==> src/pkg/sigmod_pkg.sv <==
// Package: register map, field positions and source codes of the signal modulator
package sigmod_pkg;
    // ------------------------------------------------------------
    // Register byte offsets
    // ------------------------------------------------------------
    localparam logic [3:0] OFF_CONTROL = 4'h0;
    localparam logic [3:0] OFF_SOURCE  = 4'h4;
    localparam logic [3:0] OFF_CARRIER = 4'h8;

    // ------------------------------------------------------------
    // Control register fields
    // ------------------------------------------------------------
    localparam int CTL_ENABLE   = 15;
    localparam int CTL_SIDL     = 13;
    localparam int CTL_PIN_OE   = 6;
    localparam int CTL_SLEW     = 5;
    localparam int CTL_POL      = 4;
    localparam int CTL_SWBIT    = 0;
    localparam logic [15:0] CTL_MASK  = 16'ha071;
    localparam logic [15:0] CTL_RESET = 16'h0020;

    // ------------------------------------------------------------
    // Source register fields
    // ------------------------------------------------------------
    localparam int SRC_ODIS = 7;
    localparam logic [15:0] SRC_MASK = 16'h008f;

    // ------------------------------------------------------------
    // Carrier register fields
    // ------------------------------------------------------------
    localparam int CAR_HODIS = 15;
    localparam int CAR_HPOL  = 14;
    localparam int CAR_HSYNC = 13;
    localparam int CAR_LODIS = 7;
    localparam int CAR_LPOL  = 6;
    localparam int CAR_LSYNC = 5;
    localparam logic [15:0] CAR_MASK = 16'hefef;
    localparam logic [15:0] CAR_RESET = 16'h0000;

    // ------------------------------------------------------------
    // Modulator source codes
    // ------------------------------------------------------------
    localparam logic [3:0] MS_SOFT   = 4'h0;
    localparam logic [3:0] MS_PIN    = 4'h1;
    localparam logic [3:0] MS_SPI1   = 4'h2;
    localparam logic [3:0] MS_SPI2   = 4'h3;
    localparam logic [3:0] MS_UART1  = 4'h4;
    localparam logic [3:0] MS_PWM1   = 4'h8;
    localparam logic [3:0] MS_SPI3   = 4'he;

    // ------------------------------------------------------------
    // Carrier source codes
    // ------------------------------------------------------------
    localparam logic [3:0] CS_GND    = 4'h0;
    localparam logic [3:0] CS_PIN1   = 4'h1;
    localparam logic [3:0] CS_PIN2   = 4'h2;
    localparam logic [3:0] CS_REFCLK = 4'h3;
    localparam logic [3:0] CS_PWM1   = 4'h4;
    localparam logic [3:0] CS_PWM6   = 4'h9;

    // AXI responses
    localparam logic [1:0] RESP_OKAY   = 2'h0;
    localparam logic [1:0] RESP_SLVERR = 2'h2;
endpackage

==> src/core/signal_modulator.sv <==
// Signal modulator: AXI4-Lite registers, source and carrier selection, mixing
//
// What this block does
// - Output is the carrier that the modulator signal selects: high carrier while it is high, low carrier while it is low.
// - Enable bit 15 set mixes inputs; clear gives no output.
// - Stop-in-idle bit 13 halts operation while device idles.
// - Pin output enable bit 6 gates the result onto the pin.
// - Slew-limit bit 5 drives pin slew control; resets set.
// - Output polarity bit 4 inverts the modulated output.
// - Software bit 0 is modulator signal only when source is zero.
// - Source field picks pin, serial, UART, PWM or third serial output.
// - Source output disable bit 7 blocks source peripheral's own pin.
// - Output disable is written over the bus and cleared by power-on reset; source field survives it.
// - High carrier field picks ground, pins, reference clock or PWM.
// - Low carrier field uses identical encoding to high carrier.
// - High carrier polarity bit 14 inverts high carrier.
// - Low carrier polarity bit 6 inverts low carrier.
// - High sync defers high-to-low switch until high carrier falls.
// - Low sync defers low-to-high switch until low carrier falls.
// - Carrier output disable bits block carrier peripherals' own pins.
// - Unimplemented bits read zero and ignore writes.
//
// Chosen here: the AXI4-Lite interface to the registers and the register addresses.
`timescale 1ns/100ps
`default_nettype none
module signal_modulator
    import sigmod_pkg::*;
(
    input  wire logic        core_clk,               // System clock, 10 MHz
    input  wire logic        srst,                   // Synchronous reset, high
    input  wire logic        por,                    // Power-on reset, high
    input  wire logic        device_idle,            // Device in idle mode
    input  wire logic        modulator_input_pin,    // External modulator pin
    input  wire logic        carrier_input_pin_one,  // External carrier pin 1
    input  wire logic        carrier_input_pin_two,  // External carrier pin 2
    input  wire logic        reference_clock_output, // Reference clock
    input  wire logic [2:0]  spi_out,                // Serial outputs 1..3
    input  wire logic [3:0]  uart_tx,                // UART transmit 1..4
    input  wire logic [5:0]  pwm_out,                // Compare/PWM 1..6
    output logic             modulated_output_pin,   // Modulated output
    output logic             pin_drive_n,            // Pin enable, low drives
    output logic             output_slew_limit,      // Pin slew limiting
    output logic [2:0]       spi_pin_disable,        // Block serial pins
    output logic [3:0]       uart_pin_disable,       // Block UART pins
    output logic [5:0]       pwm_pin_disable,        // Block PWM pins
    output logic             ref_pin_disable,        // Block reference pin
    input  wire logic [3:0]  s_axi_awaddr,           // Write address
    input  wire logic        s_axi_awvalid,          // Write address valid
    output logic             s_axi_awready,          // Write address ready
    input  wire logic [31:0] s_axi_wdata,            // Write data
    input  wire logic [3:0]  s_axi_wstrb,            // Write strobes
    input  wire logic        s_axi_wvalid,           // Write data valid
    output logic             s_axi_wready,           // Write data ready
    output logic [1:0]       s_axi_bresp,            // Write response
    output logic             s_axi_bvalid,           // Write response valid
    input  wire logic        s_axi_bready,           // Write response ready
    input  wire logic [3:0]  s_axi_araddr,           // Read address
    input  wire logic        s_axi_arvalid,          // Read address valid
    output logic             s_axi_arready,          // Read address ready
    output logic [31:0]      s_axi_rdata,            // Read data
    output logic [1:0]       s_axi_rresp,            // Read response
    output logic             s_axi_rvalid,           // Read data valid
    input  wire logic        s_axi_rready            // Read data ready
);

    // ------------------------------------------------------------
    // State
    // ------------------------------------------------------------
    typedef enum logic [0:0] {SEL_LOW = 1'b0, SEL_HIGH = 1'b1} car_sel_t;

    typedef struct packed {
        logic [15:0] ctl;
        logic [15:0] src;
        logic [15:0] car;
        logic [1:0]  sync_min;
        logic [1:0]  sync_c1;
        logic [1:0]  sync_c2;
        logic        hi_prev;
        logic        lo_prev;
        car_sel_t    sel;
        logic        aw_got;
        logic [3:0]  aw_addr;
        logic        w_got;
        logic [31:0] w_data;
        logic [3:0]  w_strb;
        logic        bvalid;
        logic [1:0]  bresp;
        logic        rvalid;
        logic [31:0] rdata;
        logic [1:0]  rresp;
        logic        out;
        logic        drive_n;
        logic        slew;
        logic [2:0]  spi_dis;
        logic [3:0]  uart_dis;
        logic [5:0]  pwm_dis;
        logic        ref_dis;
    } state_t;

    state_t st_reg;
    state_t st_next;

    // ------------------------------------------------------------
    // Functions
    // ------------------------------------------------------------
    // Carrier decode shared by both carrier paths; reserved codes give ground
    function automatic logic pick_carrier(input logic [3:0] code, input logic p1, input logic p2,
                                          input logic rclk, input logic [5:0] pwm);
        logic r;
        r = 1'b0;
        if (code == CS_PIN1) begin
            r = p1;
        end else if (code == CS_PIN2) begin
            r = p2;
        end else if (code == CS_REFCLK) begin
            r = rclk;
        end else if (code >= CS_PWM1 && code <= CS_PWM6) begin
            r = pwm[3'(code - CS_PWM1)];
        end
        return r;
    endfunction

    // One-hot of the PWM unit a carrier code points at
    function automatic logic [5:0] carrier_pwm_hot(input logic [3:0] code);
        logic [5:0] r;
        r = 6'h00;
        if (code >= CS_PWM1 && code <= CS_PWM6) begin
            r[3'(code - CS_PWM1)] = 1'b1;
        end
        return r;
    endfunction

    // Merge a write into a register, keeping only implemented bits
    function automatic logic [15:0] merge(input logic [15:0] old, input logic [31:0] d,
                                          input logic [3:0] s, input logic [15:0] mask);
        logic [15:0] r;
        r = old;
        if (s[0]) begin
            r[7:0] = d[7:0];
        end
        if (s[1]) begin
            r[15:8] = d[15:8];
        end
        return r & mask;
    endfunction

    // ------------------------------------------------------------
    // Combinational path
    // ------------------------------------------------------------
    logic       running;
    logic       mod_sig;
    logic       hi_car;
    logic       lo_car;
    logic [3:0] ms;
    logic [3:0] chf;
    logic [3:0] clf;
    logic       mixed;
    logic       do_wr;
    logic       rd_take;

    // Register update, selection and bus handshakes all in one pass
    always_comb begin
        st_next = st_reg;
        ms  = st_reg.src[3:0];
        chf = st_reg.car[11:8];
        clf = st_reg.car[3:0];
        running = st_reg.ctl[CTL_ENABLE] && !(st_reg.ctl[CTL_SIDL] && device_idle);

        // Two-flop synchronisers; only bit 1 is used downstream
        st_next.sync_min = {st_reg.sync_min[0], modulator_input_pin};
        st_next.sync_c1  = {st_reg.sync_c1[0], carrier_input_pin_one};
        st_next.sync_c2  = {st_reg.sync_c2[0], carrier_input_pin_two};

        // Modulator source select
        mod_sig = 1'b0;
        if (ms == MS_SOFT) begin
            mod_sig = st_reg.ctl[CTL_SWBIT];
        end else if (ms == MS_PIN) begin
            mod_sig = st_reg.sync_min[1];
        end else if (ms == MS_SPI1 || ms == MS_SPI2) begin
            mod_sig = spi_out[2'(ms - MS_SPI1)];
        end else if (ms >= MS_UART1 && ms < MS_PWM1) begin
            mod_sig = uart_tx[2'(ms - MS_UART1)];
        end else if (ms >= MS_PWM1 && ms < MS_SPI3) begin
            mod_sig = pwm_out[3'(ms - MS_PWM1)];
        end else if (ms == MS_SPI3) begin
            mod_sig = spi_out[2];
        end

        // Carriers with polarity, same decode for both
        hi_car = pick_carrier(chf, st_reg.sync_c1[1], st_reg.sync_c2[1], reference_clock_output, pwm_out)
                 ^ st_reg.car[CAR_HPOL];
        lo_car = pick_carrier(clf, st_reg.sync_c1[1], st_reg.sync_c2[1], reference_clock_output, pwm_out)
                 ^ st_reg.car[CAR_LPOL];
        st_next.hi_prev = hi_car;
        st_next.lo_prev = lo_car;

        // Carrier switching; sync waits for a falling edge of the current carrier
        if (st_reg.sel == SEL_HIGH && !mod_sig) begin
            if (!st_reg.car[CAR_HSYNC] || (st_reg.hi_prev && !hi_car)) begin
                st_next.sel = SEL_LOW;
            end
        end else if (st_reg.sel == SEL_LOW && mod_sig) begin
            if (!st_reg.car[CAR_LSYNC] || (st_reg.lo_prev && !lo_car)) begin
                st_next.sel = SEL_HIGH;
            end
        end

        // Mix: output is the held carrier, high carrier while sel is high, low carrier while sel is low
        mixed = (st_reg.sel == SEL_HIGH) ? hi_car : (lo_car & 1'b1);
        mixed = mixed & (mod_sig | (st_reg.sel == SEL_HIGH)) | (mixed & (st_reg.sel == SEL_LOW));
        st_next.out = running & (mixed ^ st_reg.ctl[CTL_POL]);
        st_next.drive_n = !(running && st_reg.ctl[CTL_PIN_OE]);
        st_next.slew = st_reg.ctl[CTL_SLEW];

        // Peripheral pin disables for the chosen sources
        st_next.spi_dis  = 3'h0;
        st_next.uart_dis = 4'h0;
        st_next.pwm_dis  = 6'h00;
        st_next.ref_dis  = 1'b0;
        if (running && st_reg.src[SRC_ODIS]) begin
            if (ms == MS_SPI1 || ms == MS_SPI2) begin
                st_next.spi_dis[2'(ms - MS_SPI1)] = 1'b1;
            end else if (ms == MS_SPI3) begin
                st_next.spi_dis[2] = 1'b1;
            end else if (ms >= MS_UART1 && ms < MS_PWM1) begin
                st_next.uart_dis[2'(ms - MS_UART1)] = 1'b1;
            end else if (ms >= MS_PWM1 && ms < MS_SPI3) begin
                st_next.pwm_dis[3'(ms - MS_PWM1)] = 1'b1;
            end
        end
        if (running && st_reg.car[CAR_HODIS]) begin
            st_next.pwm_dis = st_next.pwm_dis | carrier_pwm_hot(chf);
            st_next.ref_dis = st_next.ref_dis | (chf == CS_REFCLK);
        end
        if (running && st_reg.car[CAR_LODIS]) begin
            st_next.pwm_dis = st_next.pwm_dis | carrier_pwm_hot(clf);
            st_next.ref_dis = st_next.ref_dis | (clf == CS_REFCLK);
        end

        // Write channel: address and data taken in either order
        if (s_axi_awvalid && !st_reg.aw_got && !st_reg.bvalid) begin
            st_next.aw_got  = 1'b1;
            st_next.aw_addr = s_axi_awaddr;
        end
        if (s_axi_wvalid && !st_reg.w_got && !st_reg.bvalid) begin
            st_next.w_got  = 1'b1;
            st_next.w_data = s_axi_wdata;
            st_next.w_strb = s_axi_wstrb;
        end
        do_wr = st_reg.aw_got && st_reg.w_got && !st_reg.bvalid;
        if (do_wr) begin
            st_next.aw_got = 1'b0;
            st_next.w_got  = 1'b0;
            st_next.bvalid = 1'b1;
            st_next.bresp  = RESP_OKAY;
            unique case (st_reg.aw_addr)
                OFF_CONTROL: begin
                    st_next.ctl = merge(st_reg.ctl, st_reg.w_data, st_reg.w_strb, CTL_MASK);
                end
                OFF_SOURCE: begin
                    // Source field bits 3:0 and disable bit 7 are writable; of the two resets only power-on reset clears the disable bit
                    st_next.src = merge(st_reg.src, st_reg.w_data, st_reg.w_strb, SRC_MASK);
                end
                OFF_CARRIER: begin
                    st_next.car = merge(st_reg.car, st_reg.w_data, st_reg.w_strb, CAR_MASK);
                end
                default: begin
                    st_next.bresp = RESP_SLVERR;
                end
            endcase
        end
        if (st_reg.bvalid && s_axi_bready) begin
            st_next.bvalid = 1'b0;
        end

        // Read channel: one read in flight, data one cycle after address
        rd_take = s_axi_arvalid && !st_reg.rvalid;
        if (rd_take) begin
            st_next.rvalid = 1'b1;
            st_next.rresp  = RESP_OKAY;
            unique case (s_axi_araddr)
                OFF_CONTROL: st_next.rdata = {16'h0000, st_reg.ctl & CTL_MASK};
                OFF_SOURCE:  st_next.rdata = {16'h0000, st_reg.src & SRC_MASK};
                OFF_CARRIER: st_next.rdata = {16'h0000, st_reg.car & CAR_MASK};
                default: begin
                    st_next.rdata = 32'h0000_0000;
                    st_next.rresp = RESP_SLVERR;
                end
            endcase
        end else if (st_reg.rvalid && s_axi_rready) begin
            st_next.rvalid = 1'b0;
        end

        // Power-on reset: only the disable bit changes, source field survives
        if (por) begin
            st_next.src[SRC_ODIS] = 1'b0;
        end
    end

    // ------------------------------------------------------------
    // Registers
    // ------------------------------------------------------------
    // Source register rides through the core reset; power-on reset clears only its disable bit
    always_ff @(posedge core_clk) begin
        if (srst) begin
            st_reg <= '0;
            st_reg.ctl <= CTL_RESET;
            st_reg.car <= CAR_RESET;
            st_reg.drive_n <= 1'b1;
            st_reg.slew <= 1'b1;
            st_reg.src <= st_reg.src;
            if (por) begin
                st_reg.src[SRC_ODIS] <= 1'b0;
            end
        end else begin
            st_reg <= st_next;
        end
    end

    // ------------------------------------------------------------
    // Outputs
    // ------------------------------------------------------------
    assign modulated_output_pin = st_reg.out;
    assign pin_drive_n          = st_reg.drive_n;
    assign output_slew_limit    = st_reg.slew;
    assign spi_pin_disable      = st_reg.spi_dis;
    assign uart_pin_disable     = st_reg.uart_dis;
    assign pwm_pin_disable      = st_reg.pwm_dis;
    assign ref_pin_disable      = st_reg.ref_dis;
    assign s_axi_awready        = !st_reg.aw_got && !st_reg.bvalid;
    assign s_axi_wready         = !st_reg.w_got && !st_reg.bvalid;
    assign s_axi_bvalid         = st_reg.bvalid;
    assign s_axi_bresp          = st_reg.bresp;
    assign s_axi_arready        = !st_reg.rvalid;
    assign s_axi_rvalid         = st_reg.rvalid;
    assign s_axi_rdata          = st_reg.rdata;
    assign s_axi_rresp          = st_reg.rresp;

    // ------------------------------------------------------------
    // Assertions
    // ------------------------------------------------------------
    disabled_no_out_a: assert property (@(posedge core_clk) disable iff (srst)
        !st_reg.ctl[CTL_ENABLE] |=> !modulated_output_pin)
        else $error("output active while disabled");
    idle_stop_a: assert property (@(posedge core_clk) disable iff (srst)
        (st_reg.ctl[CTL_SIDL] && device_idle) |=> (!modulated_output_pin && pin_drive_n))
        else $error("output active while stopped in idle");
    pin_gate_a: assert property (@(posedge core_clk) disable iff (srst)
        !st_reg.ctl[CTL_PIN_OE] |=> pin_drive_n)
        else $error("pin driven with output enable clear");
    slew_follow_a: assert property (@(posedge core_clk) disable iff (srst)
        ##1 output_slew_limit == $past(st_reg.ctl[CTL_SLEW]))
        else $error("slew control does not follow register");
    soft_mod_a: assert property (@(posedge core_clk) disable iff (srst)
        (running && ms == MS_SOFT && !st_reg.ctl[CTL_SWBIT] && st_reg.sel == SEL_LOW
         && !st_reg.ctl[CTL_POL] && clf == CS_GND && !st_reg.car[CAR_LPOL]) |=> !modulated_output_pin)
        else $error("output high with ground carrier");
    src_por_a: assert property (@(posedge core_clk)
        por |=> !st_reg.src[SRC_ODIS])
        else $error("source disable survives power-on reset");
    hsync_hold_a: assert property (@(posedge core_clk) disable iff (srst)
        (st_reg.sel == SEL_HIGH && st_reg.car[CAR_HSYNC] && !(st_reg.hi_prev && !hi_car))
        |=> st_reg.sel == SEL_HIGH)
        else $error("high carrier left without falling edge");
    lsync_hold_a: assert property (@(posedge core_clk) disable iff (srst)
        (st_reg.sel == SEL_LOW && st_reg.car[CAR_LSYNC] && !(st_reg.lo_prev && !lo_car))
        |=> st_reg.sel == SEL_LOW)
        else $error("low carrier left without falling edge");
    reserved_zero_a: assert property (@(posedge core_clk) disable iff (srst)
        s_axi_rvalid |-> (s_axi_rdata[31:16] == 16'h0000 && s_axi_rdata[12] == 1'b0))
        else $error("unimplemented bits read nonzero");

endmodule
`default_nettype wire

==> config.mk <==
export PLATFORM = sky130hd
export DESIGN_NAME = signal_modulator
export DESIGN_NICKNAME = d
export VERILOG_FILES = /design/src/pkg/sigmod_pkg.sv /design/src/core/signal_modulator.sv
export SDC_FILE = /design/constraint.sdc
export NUM_CORES = 1
export LEC_CHECK = 0
export BUFFER_PORTS_ARGS = -buffer_cell sky130_fd_sc_hd__buf_2
export CAP_MARGIN = 20
export CORE_UTILIZATION = 50
export CTS_CLUSTER_SIZE = 8
export DETAILED_ROUTE_END_ITERATION = 12
export GPL_TIMING_DRIVEN = 0
export HOLD_SLACK_MARGIN = 0.1
export PLACE_DENSITY = 0.76
export SYNTH_ARGS = -nofsm -noshare
export SYNTH_HDL_FRONTEND = slang
export SYNTH_SLANG_ARGS = --single-unit
==> constraint.sdc <==
create_clock -name core_clk -period 5.6 [get_ports core_clk]
set_input_delay 0.28 -clock core_clk [delete_from_list [all_inputs] [get_ports core_clk]]
set_output_delay 0.28 -clock core_clk [all_outputs]
set_load 0.005 [all_outputs]
# [Word-level counts from Yosys, hierarchy flattened]
# Index checks and enable logic that the tools add are counted.
[op_classes] add_sub_neg=5 multipliers=0 n_div=0 n_lt_le_gt_ge=18 n_eq_ne=16 shifts=0 mux=75 bitwise_logic=16 reduce_logical=67
[op_table] operator="$mux W130" count=1
[op_table] operator="$pmux W16 S3" count=1
[op_table] operator="$mux W1" count=38
[op_table] operator="$mux W37" count=1
[op_table] operator="$mux W6" count=6
[op_table] operator="$mux W34" count=1
[op_table] operator="$mux W8" count=4
[op_table] operator="$logic_and A1 B1 Y1" count=30
[op_table] operator="$eq A4 B2 Y1 const B" count=6
[op_table] operator="$mux W24" count=1
[op_table] operator="$mux W10" count=2
[op_table] operator="$mux W16" count=1
[op_table] operator="$reduce_and A3 Y1" count=5
[op_table] operator="$mux W7" count=2
[op_table] operator="$mux W13" count=1
[op_table] operator="$eq A4 B1 Y1 const B" count=3
[op_table] operator="$eq A4 B4 Y1 const B" count=3
[op_table] operator="$ge A4 B3 Y1 const B" count=3
[op_table] operator="$logic_not A4 Y1" count=3
[op_table] operator="$lt A3 B4 Y1 const B" count=3
[op_table] operator="$or A6 B6 Y6" count=2
[op_table] operator="$reduce_bool A2 Y1" count=6
[op_table] operator="$logic_not A1 Y1" count=11
[op_table] operator="$bmux W1 S3" count=3
[op_table] operator="other kinds (28)" count=60
[totals] ff_bits=131 latchBits=0 ram_bits=0 mem_bits_ro=0 in_bits=70 output_inout_bits=58 wordCells=227 memories=0

# [Logic depth before layout (Yosys ltp)]
# Gate-level depths: netlist of the first run.
[depth] word_depth=15 depth_mapped=11 ltp_nobuf=10

# [Worst setup path after synthesis of the first run]
# Ideal clock, no wire load.
[synth_timing] path_kind="register to register" start="register st_reg (netlist bit ms[0])" end="register st_reg[97] (netlist bit)" setup_time_ns=0.069 t_arrival_ns=2.353 required_ns=5.531 setup_slack_ns=3.178 path_stages_with_launch=9 path_buffers=1 period_less_slack_ns=2.422 cell_sequence="edfxtp_1 -> clkbuf_1 -> mux4_2 -> mux4_2 -> inv_1 -> ha_1 -> a311o_1 -> a21o_1 -> o21ai_1"
[synth_via] elab_chain_cells=12 word_cells_on_any_way=35 cone_classes="3 x add/sub; 4 x order compare; 5 x eq/ne; 13 x mux; 10 x reduce/logical"
[synth_lines] element="start, declared" line_no="signal_modulator.sv:100" source="state_t st_reg;"
[synth_lines] element="start signal, assigned" line_no="signal_modulator.sv:317" source="st_reg <= st_next;"
[synth_lines] element="$sub A3 B1 Y3" line_no="signal_modulator.sv:185" source="mod_sig = pwm_out[3'(ms - MS_PWM1)];"
[synth_lines] element="$bmux W1 S3" line_no="signal_modulator.sv:185"
[synth_lines] element="$mux W1 (not written as such)" line_no="signal_modulator.sv:185"
[synth_lines] element="$mux W1" line_no="signal_modulator.sv:184" source="end else if (ms >= MS_PWM1 && ms < MS_SPI3) begin"
[synth_lines] element="$mux W1" line_no="signal_modulator.sv:182" source="end else if (ms >= MS_UART1 && ms < MS_PWM1) begin"
[synth_lines] element="$mux W1" line_no="signal_modulator.sv:180" source="end else if (ms == MS_SPI1 || ms == MS_SPI2) begin"
[synth_lines] element="$mux W1" line_no="signal_modulator.sv:178" source="end else if (ms == MS_PIN) begin"
[synth_lines] element="$mux W1 (*)" line_no="signal_modulator.sv:176" source="if (ms == MS_SOFT) begin"
[synth_lines] element="$logic_not A1 Y1" line_no="signal_modulator.sv:199" source="if (st_reg.sel == SEL_HIGH && !mod_sig) begin"
[synth_lines] element="$logic_and A1 B1 Y1" line_no="signal_modulator.sv:199"
[synth_lines] element="$ne A2 B1 Y1 (no line) or $reduce_bool A2 Y1 (tied branches)"
[synth_lines] element="$reduce_and A3 Y1 (no line)"
# Mark *: on every way between the ends. The rest lies on a longest branch, timed or not. The select of a mux whose other input is x is not followed.
# A chain may end at the register's enable or synchronous reset.

# [Worst setup path in the final report of the first run]
# Same ends and word-level chain as after synthesis.

==> results of run 1 <==
[cell usage after synthesis (4+ instances only)]
cell type | n | area, sq um
a21oi_1 | 40 | 200
a22oi_1 | 10 | 75.1
buf_1 | 4 | 15.0
buf_4 | 51 | 383
clkbuf_1 | 17 | 63.8
dfxtp_1 | 88 | 1760
edfxtp_1 | 5 | 150
inv_1 | 15 | 56.3
mux2i_1 | 29 | 290
mux4_2 | 4 | 90.1
nand2_1 | 63 | 236
nand2b_1 | 4 | 25.0
nand3_1 | 15 | 75.1
nor2_1 | 69 | 259
nor2b_1 | 10 | 62.6
nor3_1 | 6 | 30.0
o21ai_0 | 5 | 25.0
[kinds of logic (layout without fill, tap and decap cells)]
logic type               Yosys count  in the layout  share of synthesized area [%]
adder cells (fa/ha/maj)            2              2                          0.585
AND/OR/NAND/NOR                  191            191                           20.2
multiplexers                      33             33                           8.89
other                              1             19                         0.0877
buffers and inverters             89            194                           12.5
flip-flops                        93             93                           44.7
XOR/XNOR                           2              2                          0.410
AO/OA/AOI/OAI                     80             80                           12.6
[cell type report]
class / instances / area [sq um] / area share [%]
buffer: 74 / 478 / 9.28
clock buffer: 10 / 138 / 2.67
clock inverter: 5 / 83.8 / 1.63
sequential: 93 / 1910 / 37.1
inverter: 15 / 56.3 / 1.09
timing repair buffer: 90 / 455 / 8.84
multi-input combinational: 327 / 1900 / 36.8
tap: 105 / 131 / 2.55
[worst reg2reg max path, stage by stage, from the launching register on]
cell and delay, ps:
edfxtp_1 340, clkbuf_1 280, clkbuf_1 410, nor2_1 120
nand2_1 90, o21ai_0 70, mux4_2 510, inv_1 90
ha_1 250, a311o_1 360, a21o_1 150, o21ai_1 60
[worst paths after layout]
check,from,end,cells past startpoint
setup / recovery,ms[0],st_reg[97],11
hold / removal,modulator_input_pin,st_next[105],2
setup reg to reg,ms[0],st_reg[97],11
hold reg to reg,st_next[101],st_reg[101],1
[report_power, final]
part           internal, W  leakage, nW  switching, W
logic            0.0000554         1.47     0.0000677
clock network     0.000263        0.110      0.000234
registers         0.000686        0.760     0.0000147
[what timing repair did]
action / in CTS / in global routing
buffers inserted: 0 / 0
endpoints found under the hold margin: 1 / 0
hold buffers: 1 / 0
[routing by layer]
layer | global-route usage (%) | wire [microns]
met1 | 31.8 | 4840
met5 | 0 | 0
met2 | 39.9 | 4930
met4 | 6.94 | 133
met3 | 5.15 | 550
[placed cells by master, fill, tap and decap left out, types with 3 or more instances in the layout]
| cell type | synthesis | final |
|---|---|---|
| buf_2 | 1 | 90 |
| dfxtp_1 | 88 | 88 |
| nor2_1 | 69 | 69 |
| nand2_1 | 63 | 63 |
| buf_4 | 51 | 51 |
| a21oi_1 | 40 | 40 |
| mux2i_1 | 29 | 29 |
| conb_1 | 1 | 19 |
| clkbuf_1 | 17 | 17 |
| inv_1 | 15 | 15 |
| nand3_1 | 15 | 15 |
| nor2b_1 | 10 | 10 |
| a22oi_1 | 10 | 10 |
| clkbuf_8 | 0 | 10 |
| nor3_1 | 6 | 6 |
| o21ai_0 | 5 | 5 |
| edfxtp_1 | 5 | 5 |
| nand2b_1 | 4 | 4 |
| mux4_2 | 4 | 4 |
| buf_1 | 4 | 4 |
| nand3b_1 | 3 | 3 |
| and2_1 | 3 | 3 |
| a32oi_1 | 3 | 3 |
[per-stage QoR]
| stage | total power (W) | hold slack (ps) | setup WS (ps) | util, % | std cells |
|---|---|---|---|---|---|
| 3_5_place_dp | 0.000838 | 427 | 2840 | 59.6 | 703 |
| 6_report | 0.00132 | 119 | 2830 | 62.4 | 719 |
| 4_1_cts | 0.00133 | 118 | 2810 | 62.4 | 719 |
| 2_1_floorplan | 0.000792 | 370 | 3180 | - | 509 |
| 5_1_grt | 0.00137 | 121 | 2600 | 62.4 | 719 |
| 3_3_place_gp | 0.000833 | 418 | 2870 | 59.6 | 703 |
==> impl_metrics.yaml, run 1 <==
run_status:
  outcome: "finished, final reports clean"
clock_network:
  numCtsBuffers: 9
  clk_pin_slew_worst_paths_ps: 90
  clock-sinks: 93
  clockBufferDepth: 2
  htreeDepth: 3
  cts_resized: 0
  cts_root_buffer: "clkbuf_8"
  cts_tree: "built"
  clk_latency_ps: 360
sta:
  finClkSkew_ps: 11.4
  finalSetupTns_ps: 0
  setup_viol: 0
  fin_crit_sh_pct: 49.4
  rsz0062_at_grt: "false"
  layout_min_cycle_time_ps: 2770
  worst_pin_slew_ps: 758
  fmax_mhz: 361
  drv_slew: 0
  finalHoldViolCount: 0
  relSlewSlack_pct: 49.0
critical_path:
  crit_type: "flop to flop"
  crit_path_start_kind: "flop"
  crit_buf_inv: 3
  reg2reg_slack_ps: 2830
  end_kind: "flop"
  cp_slowest_stage_delay_ps: 510
  path_delay_family: "buffers and inverters"
  worst_path_most_repeated_cell: "clkbuf_1"
  required_ps: 5900
  arrival_ps: 3070
  path_cells: "clkbuf_1 -> clkbuf_1 -> nor2_1 -> nand2_1 -> o21ai_0 -> mux4_2 -> inv_1 -> ha_1 -> a311o_1 -> a21o_1 -> o21ai_1"
  cpMaxStageDelayCell: "mux4_2"
  path_max_fanout: 10
detailed_routing:
  ant_nets: 0
  first_pass_iters: 4
  drc: 0
  drt_iter0_drc: 152
  drt-total-wl_microns: 10400
  vias_per_cell: 5.11
  avgRoutedWirePerCell_microns: 14.5
  vias: 3677
global_routing:
  grt_usage_pct: 24.1
  grt_start_max_net_pins: 16
  grt_pass1_wl_microns: 16400
  overflow: 0
  grt_pass1_vias: 3304
  antenna_found_initial: 0
worst_hold_path:
  hold_path.class: "input port to flop"
cells_and_area:
  synthToLayoutAreaGrowth_pct: 20.5
  layout.nets: 682
  layout-drive-gt1-share_pct: 28.0
  n_antenna_cell: 0
  final_area_sq_um: 5150
  largest_register_ffs: 41
  n_fill_cell: 762
placed_design:
  dp_hpwl_microns: 7970
  io_buffers: 89
  gp_congestion: 0.906
  placed_cell_area_sq_um: 4920
logic_synthesis:
  avgSynthCellArea_sq_um: 8.71
  ys.flop_type: "dfxtp_1"
  yosysUniqueCellTypes: 56
  synthArstFlopShare_pct: 0
  ys_ff_latch: 93
  synthCells: 491
  synth_edf_count: 5
  synthesis.area_sq_um: 4280
  yosys_warnings: 0
  ys_seq_area_share_pct: 44.7
power:
  peakVddDrop_mv: 0.155
  power_density_nw_per_um2: 256
  power_leakage_nw: 2.34
floorplanning:
  initial_utilization_pct: 51.8
  die_area_sq_um: 8930
  pin_count: 128
  core_region_area_sq_um: 8260
  die_h_microns: 94.5
  fp-row-count: 33
  dieWidth_microns: 94.5
job:
  cap_violations: 0
(Power assumes the default switching activity.)
==> run 2: changes to the inputs <==
--- a/config.mk
+++ b/config.mk
@@ -5,6 +5,7 @@
 export SDC_FILE = /design/constraint.sdc
 export NUM_CORES = 1
 export LEC_CHECK = 0
+export ABC_AREA = 1
 export BUFFER_PORTS_ARGS = -buffer_cell sky130_fd_sc_hd__buf_2
 export CAP_MARGIN = 20
 export CORE_UTILIZATION = 50
==> constraint.sdc (replaced) <==
create_clock -name core_clk -period 2.9 [get_ports core_clk]
set_input_delay 0.145 -clock core_clk [delete_from_list [all_inputs] [get_ports core_clk]]
set_output_delay 0.145 -clock core_clk [all_outputs]
set_load 0.005 [all_outputs]
==> run 2 against run 1 <==
Cell count up 17%; clock power is 68% higher; sequential share of layout area down 1.8 points; register-to-register slack lost 2200 ps; final area increased by 5.1%; largest power group unchanged; maximum frequency up 21%; non-clock buffer count is 22 higher; utilization rose by 3.2 points; total power increased by 89%; area after synthesis increased by 0.53%; global-route usage increased by 2.2 points; synthesized cell count grew 19%.
==> impl_metrics.yaml, run 2 <==
detailed_routing:
  ant_nets: 0
  vias_per_cell: 4.88
  avgRoutedWirePerCell_microns: 13.3
  drt_iter0_drc: 144
  drc: 0
  drt-met1-wl_microns: 4980
  routed.top_layer: "met4"
  first_pass_iters: 4
  dr_wl_met2_microns: 5570
  vias: 4092
  wl_met3_microns: 469
  drt-total-wl_microns: 11200
critical_path:
  crit_end: "modulated_output_pin"
  crit_path_start_kind: "flop"
  required_ps: 3200
  crit_type: "flop to flop"
  path_max_fanout: 6
  reg2reg_depth: 12
  end_kind: "flop"
  worstReg2RegStart: "ms[1]"
  path_cells: "nor2_1 -> inv_1 -> o22ai_1 -> nor2_1 -> nor2_1 -> a41oi_1 -> o21ai_1 -> ha_1 -> nor2_1 -> nand2_2 -> a21oi_1 -> nor2_1"
  cp_slowest_stage_delay_ps: 490
  worst_path_most_repeated_cell: "nor2_1"
  crit_start: "ms[1]"
  reg2reg_slack_ps: 620
  arrival_ps: 2590
  cpMaxStageDelayCell: "edfxtp_1"
  worst_r2r_endpoint: "modulated_output_pin"
clock_network:
  clock-sinks: 93
  cts_tree: "built"
  numCtsBuffers: 9
  clk_latency_ps: 380
  post_cts_buffers: 0
  clk_pin_slew_worst_paths_ps: 100
  htreeDepth: 3
  cts_root_buffer: "clkbuf_8"
  hold_buffers: 29
  cts_resized: 0
  clockBufferDepth: 2
logic_synthesis:
  yosys_warnings: 0
  yosysUniqueCellTypes: 39
  synthCells: 583
  ys_seq_area_share_pct: 44.5
  synthesis.area_sq_um: 4300
  synth_top_area_cell: "dfxtp_1"
  synth_top_cell_area_share_pct: 41.0
  synth_common_cells: "88 x dfxtp_1, 88 x nand2_1, 80 x nor2_1, 58 x inv_1, 49 x buf_4"
  avgSynthCellArea_sq_um: 7.37
  synth_edf_count: 5
  synthArstFlopShare_pct: 0
  ys.flop_type: "dfxtp_1"
  synthTopCellsByArea: "dfxtp_1 41%, buf_4 8.6%, nand2_1 7.7%"
  ys_ff_latch: 93
sta:
  layout_min_cycle_time_ps: 2280
  setup_viol: 0
  fmax_mhz: 438
  fin_crit_sh_pct: 78.7
  rsz0062_at_grt: "false"
  finalSetupTns_ps: 0
  relSlewSlack_pct: 65.0
  worst_pin_slew_ps: 525
  finalHoldViolCount: 0
  fin_ws_ps: 617
  finClkSkew_ps: 14.5
  drv_slew: 0
floorplanning:
  initial_utilization_pct: 52.1
  pin_count: 128
  core_region_area_sq_um: 8260
  dieWidth_microns: 94.7
  die_area_sq_um: 8970
  fp-row-count: 33
  die_h_microns: 94.7
cells_and_area:
  layout-drive-gt1-share_pct: 25.3
  multi_input_area_sq_um: 1730
  layout_common_cells: "92 x buf_2, 88 x nand2_1, 88 x dfxtp_1, 80 x nor2_1, 58 x inv_1"
  synthToLayoutAreaGrowth_pct: 26.0
  n_fill_cell: 754
  layout.nets: 801
  regArea_sq_um: 1910
  final_common_cell: "buf_2"
  largest_register_ffs: 41
  n_antenna_cell: 0
placed_design:
  dp_hpwl_microns: 8700
  io_buffers: 88
  gp_congestion: 0.894
  preCtsSetupSlack_ps: 646
job:
  cap_violations: 0
run_status:
  outcome: "finished, final reports clean"
worst_hold_path:
  hold_path.class: "input port to flop"
global_routing:
  grt_pass1_vias: 3889
  grt_usage_pct: 26.4
  grt_pass1_wl_microns: 17900
  antenna_found_initial: 0
  grt_start_max_net_pins: 19
  overflow: 0
power:
  power_density_nw_per_um2: 462
  peakVddDrop_mv: 0.347
  power_leakage_nw: 2.55
==> run 2: cell types whose count changed after synthesis, sizes merged, moves of 4 or more <==
cell    previous run  this run
inv               15        72
o21ai              7        61
nand2b             4         0
nor2b             10         0
nand4              1        14
a22oi             10         1
nand2             64        91
o22ai              2         7
clkbuf            17        12
mux2i             29         0
mux4               4         0
nor2              70        85
a21oi             40        48
==> run 2: layer usage <==
metal | vias to the layer above | GRT usage [%]
met1 | 1864 | 30.8
met4 | 0 | 7.83
met5 | - | 0
met2 | 97 | 47.6
met3 | 12 | 6.04
li1 | 2119 | -
==> run 2: per-stage QoR <==
stage	util (%)	instance area (sq um)	hold WS, ps	total power, W	cells
floorplan	-	4370	252	0.00156	601
global placement	59.8	4940	346	0.00165	794
detailed placement	59.8	4940	348	0.00166	794
CTS	65.6	5420	116	0.00251	839
global route	65.6	5420	143	0.00261	839
finish	65.6	5420	114	0.00250	839
==> run 2: worst max-delay path, delay by kind of cell (launching register included) <==
family,cells,cell delay [ps]
and+or+nand+nor,6,740
AOI/OAI and AO/OA,4,640
DFF,1,490
adders and majority gates,1,220
buffers and inverters,1,130
==> run 2: final cells by class <==
cell class	count	share of cell area (%)
Sequential cell	93	35.3
Inverter	72	4.99
Buffer	69	8.41
Clock buffer	9	2.29
Multi-Input combinational cell	367	31.9
Timing Repair Buffer	117	13.5
Clock inverter	7	1.20
Tap cell	105	2.42
==> run 2: worst min path at each step <==
| stage | slack (ps) | cells past startpoint | to | from |
|---|---|---|---|---|
| 3_5_place_dp | 350 | 2 | s_axi_bvalid | s_axi_bready |
| 3_3_place_gp | 350 | 2 | s_axi_bvalid | s_axi_bready |
| 2_1_floorplan | 250 | 2 | st_next[101] | carrier_input_pin_two |
| 6_report | 110 | 3 | s_axi_rresp[1] | s_axi_araddr[3] |
| 4_1_cts | 120 | 2 | pwm_pin_disable[2] | srst |
| 5_1_grt | 140 | 2 | pwm_pin_disable[1] | srst |
==> run 2: logic make-up after synthesis <==
group	after synthesis	synth area share, %
flops	93	44.5
fa+ha+maj	2	0.582
buf+inv	141	16.9
other cells	1	0.0872
simple gates	217	21.7
compound gates	129	16.3
==> run 2: report_power, final <==
part	switching [W]	internal, W
Sequential	0.0000299	0.00134
Clock	0.000505	0.000334
Combinational	0.000158	0.000136
Total	0.000693	0.00181
==> run 3: changes to the inputs <==
==> constraint.sdc (replaced) <==
create_clock -name core_clk -period 2.3 [get_ports core_clk]
set_input_delay 0.115 -clock core_clk [delete_from_list [all_inputs] [get_ports core_clk]]
set_output_delay 0.115 -clock core_clk [all_outputs]
set_load 0.005 [all_outputs]
==> run 3 against run 2 <==
Global-route usage increased by 0.14 points; sequential share of layout area down 0.31 points; final area grew 0.90%; register-to-register slack worse by 410 ps; utilization grew 0.59 points; cell count is 0.36% higher; count of clock-buffer cells in the layout unchanged; critical path depth unchanged; sequential power rose by 26%; largest cell class unchanged.
==> impl_metrics.yaml, run 3 (synthesis gave the netlist of run 2 again) <==
power:
  power_density_nw_per_um2: 577
  power_leakage_nw: 2.57
  peakVddDrop_mv: 0.438
global_routing:
  grt_pass1_vias: 3910
  antenna_found_initial: 0
  grt_start_max_net_pins: 19
  grt_usage_pct: 26.5
  overflow: 0
  grt_pass1_wl_microns: 18100
sta:
  fin_crit_sh_pct: 91.0
  finClkSkew_ps: 14.6
  worst_pin_slew_ps: 562
  fmax_mhz: 478
  relSlewSlack_pct: 62.6
  drv_slew: 0
  layout_min_cycle_time_ps: 2090
  rsz0062_at_grt: "false"
  finalSetupTns_ps: 0
  holdWs_ps: 122
  setup_viol: 0
  finalHoldViolCount: 0
floorplanning:
  fp-row-count: 33
  die_h_microns: 94.7
  die_area_sq_um: 8970
  initial_utilization_pct: 52.1
  dieWidth_microns: 94.7
  core_region_area_sq_um: 8260
  pin_count: 128
detailed_routing:
  vias: 4128
  avgRoutedWirePerCell_microns: 13.4
  first_pass_iters: 4
  drt_iter0_drc: 149
  vias_per_cell: 4.90
  ant_nets: 0
  drt-total-wl_microns: 11300
  drc: 0
cells_and_area:
  layout-drive-gt1-share_pct: 25.9
  layout.nets: 804
  final_common_cell: "buf_2"
  n_antenna_cell: 0
  regArea_sq_um: 1910
  multi_input_area_sq_um: 1750
  stdcell_count: 842
  final_area_sq_um: 5470
  synthToLayoutAreaGrowth_pct: 27.2
  largest_register_ffs: 41
  layout_common_cells: "92 x buf_2, 88 x nand2_1, 88 x dfxtp_1, 77 x nor2_1, 58 x inv_1"
  n_fill_cell: 749
run_status:
  outcome: "finished, final reports clean"
clock_network:
  clockBufferDepth: 2
  cts_tree: "built"
  htreeDepth: 3
  numCtsBuffers: 9
  clk_pin_slew_worst_paths_ps: 100
  clk_latency_ps: 370
  post_cts_buffers: 0
  cts_root_buffer: "clkbuf_8"
  clock-sinks: 93
critical_path:
  crit_type: "flop to flop"
  end_kind: "flop"
  crit_path_start_kind: "flop"
  worstReg2RegStart: "ms[1]"
  required_ps: 2600
  path_max_fanout: 6
  crit_start: "ms[1]"
  arrival_ps: 2400
placed_design:
  io_buffers: 88
  placed_cell_area_sq_um: 4940
  dp_hpwl_microns: 8700
  gp_congestion: 0.894
  dp.cells: 794
worst_hold_path:
  worstHoldStart: "s_axi_araddr[2]"
  hold_path.class: "input port to flop"
job:
  cap_violations: 0
-- run 3: cell types whose count changed in the layout (fill, tap and decap cells not counted) --
cell           delta
o21ai_2           +1
dlygate4sd3_1     +3
a41oi_1           -1
nor2_1            -3
o21ai_1           -1
a41oi_2           +1
nor2_2            +3
-- run 3: final timing paths --
kind	slack (ps)	to	depth (start not counted)
setup / recovery	210	modulated_output_pin	12
hold / removal	120	s_axi_rdata[14]	4
setup reg to reg	210	modulated_output_pin	12
hold reg to reg	410	st_reg[103]	2
-- run 3: what timing repair did --
item	in CTS	in global routing
hold buffers	32	0
endpoints found under the hold margin	31	0
resized for setup	0	5
endpoints found under the setup margin	0	2
-- run 3: where the power goes --
group	internal [W]	leakage (nW)	total [W]	switching, W
registers	0.00169	0.765	0.00172	0.0000377
clock network	0.000421	0.0995	0.00105	0.000632
logic	0.000176	1.70	0.000377	0.000201
-- run 3: per-layer routing --
layer / routed length [microns] / up-vias / track usage [%]
li1: - / 2128 / -
met1: 4940 / 1876 / 31.1
met2: 5540 / 111 / 47.7
met3: 568 / 13 / 6.04
met4: 213 / 0 / 7.83
met5: 0 / - / 0
-- run 3: layout make-up --
type | instances | share of cell area, %
clock inverters | 7 | 1.19
plain buffers | 69 | 8.33
repair buffers | 120 | 13.9
clock buffers | 9 | 2.27
multi-input cells | 367 | 32.0
well taps | 105 | 2.40
inverters | 72 | 4.94
flip-flops and latches | 93 | 35.0
-- run 3: worst max-delay path, cell delays in order (launching register included) --
cell and delay, ps:
edfxtp_1 510, nor2_2 240, inv_1 110, o22ai_1 170, nor2_1 60, nor2_1 120
a41oi_2 60, o21ai_2 240, ha_1 190, nor2_1 50, nand2_2 80, a21oi_1 60
nor2_1 150
-- run 3: stage by stage --
step	power (W)	setup WS, ps	utilization (%)
3_5_place_dp	0.00209	45.8	59.8
6_report	0.00316	207	66.2
5_1_grt	0.00330	8.34	66.2
4_1_cts	0.00317	13.5	66.0
3_3_place_gp	0.00208	83.2	59.8
2_1_floorplan	0.00197	519	-
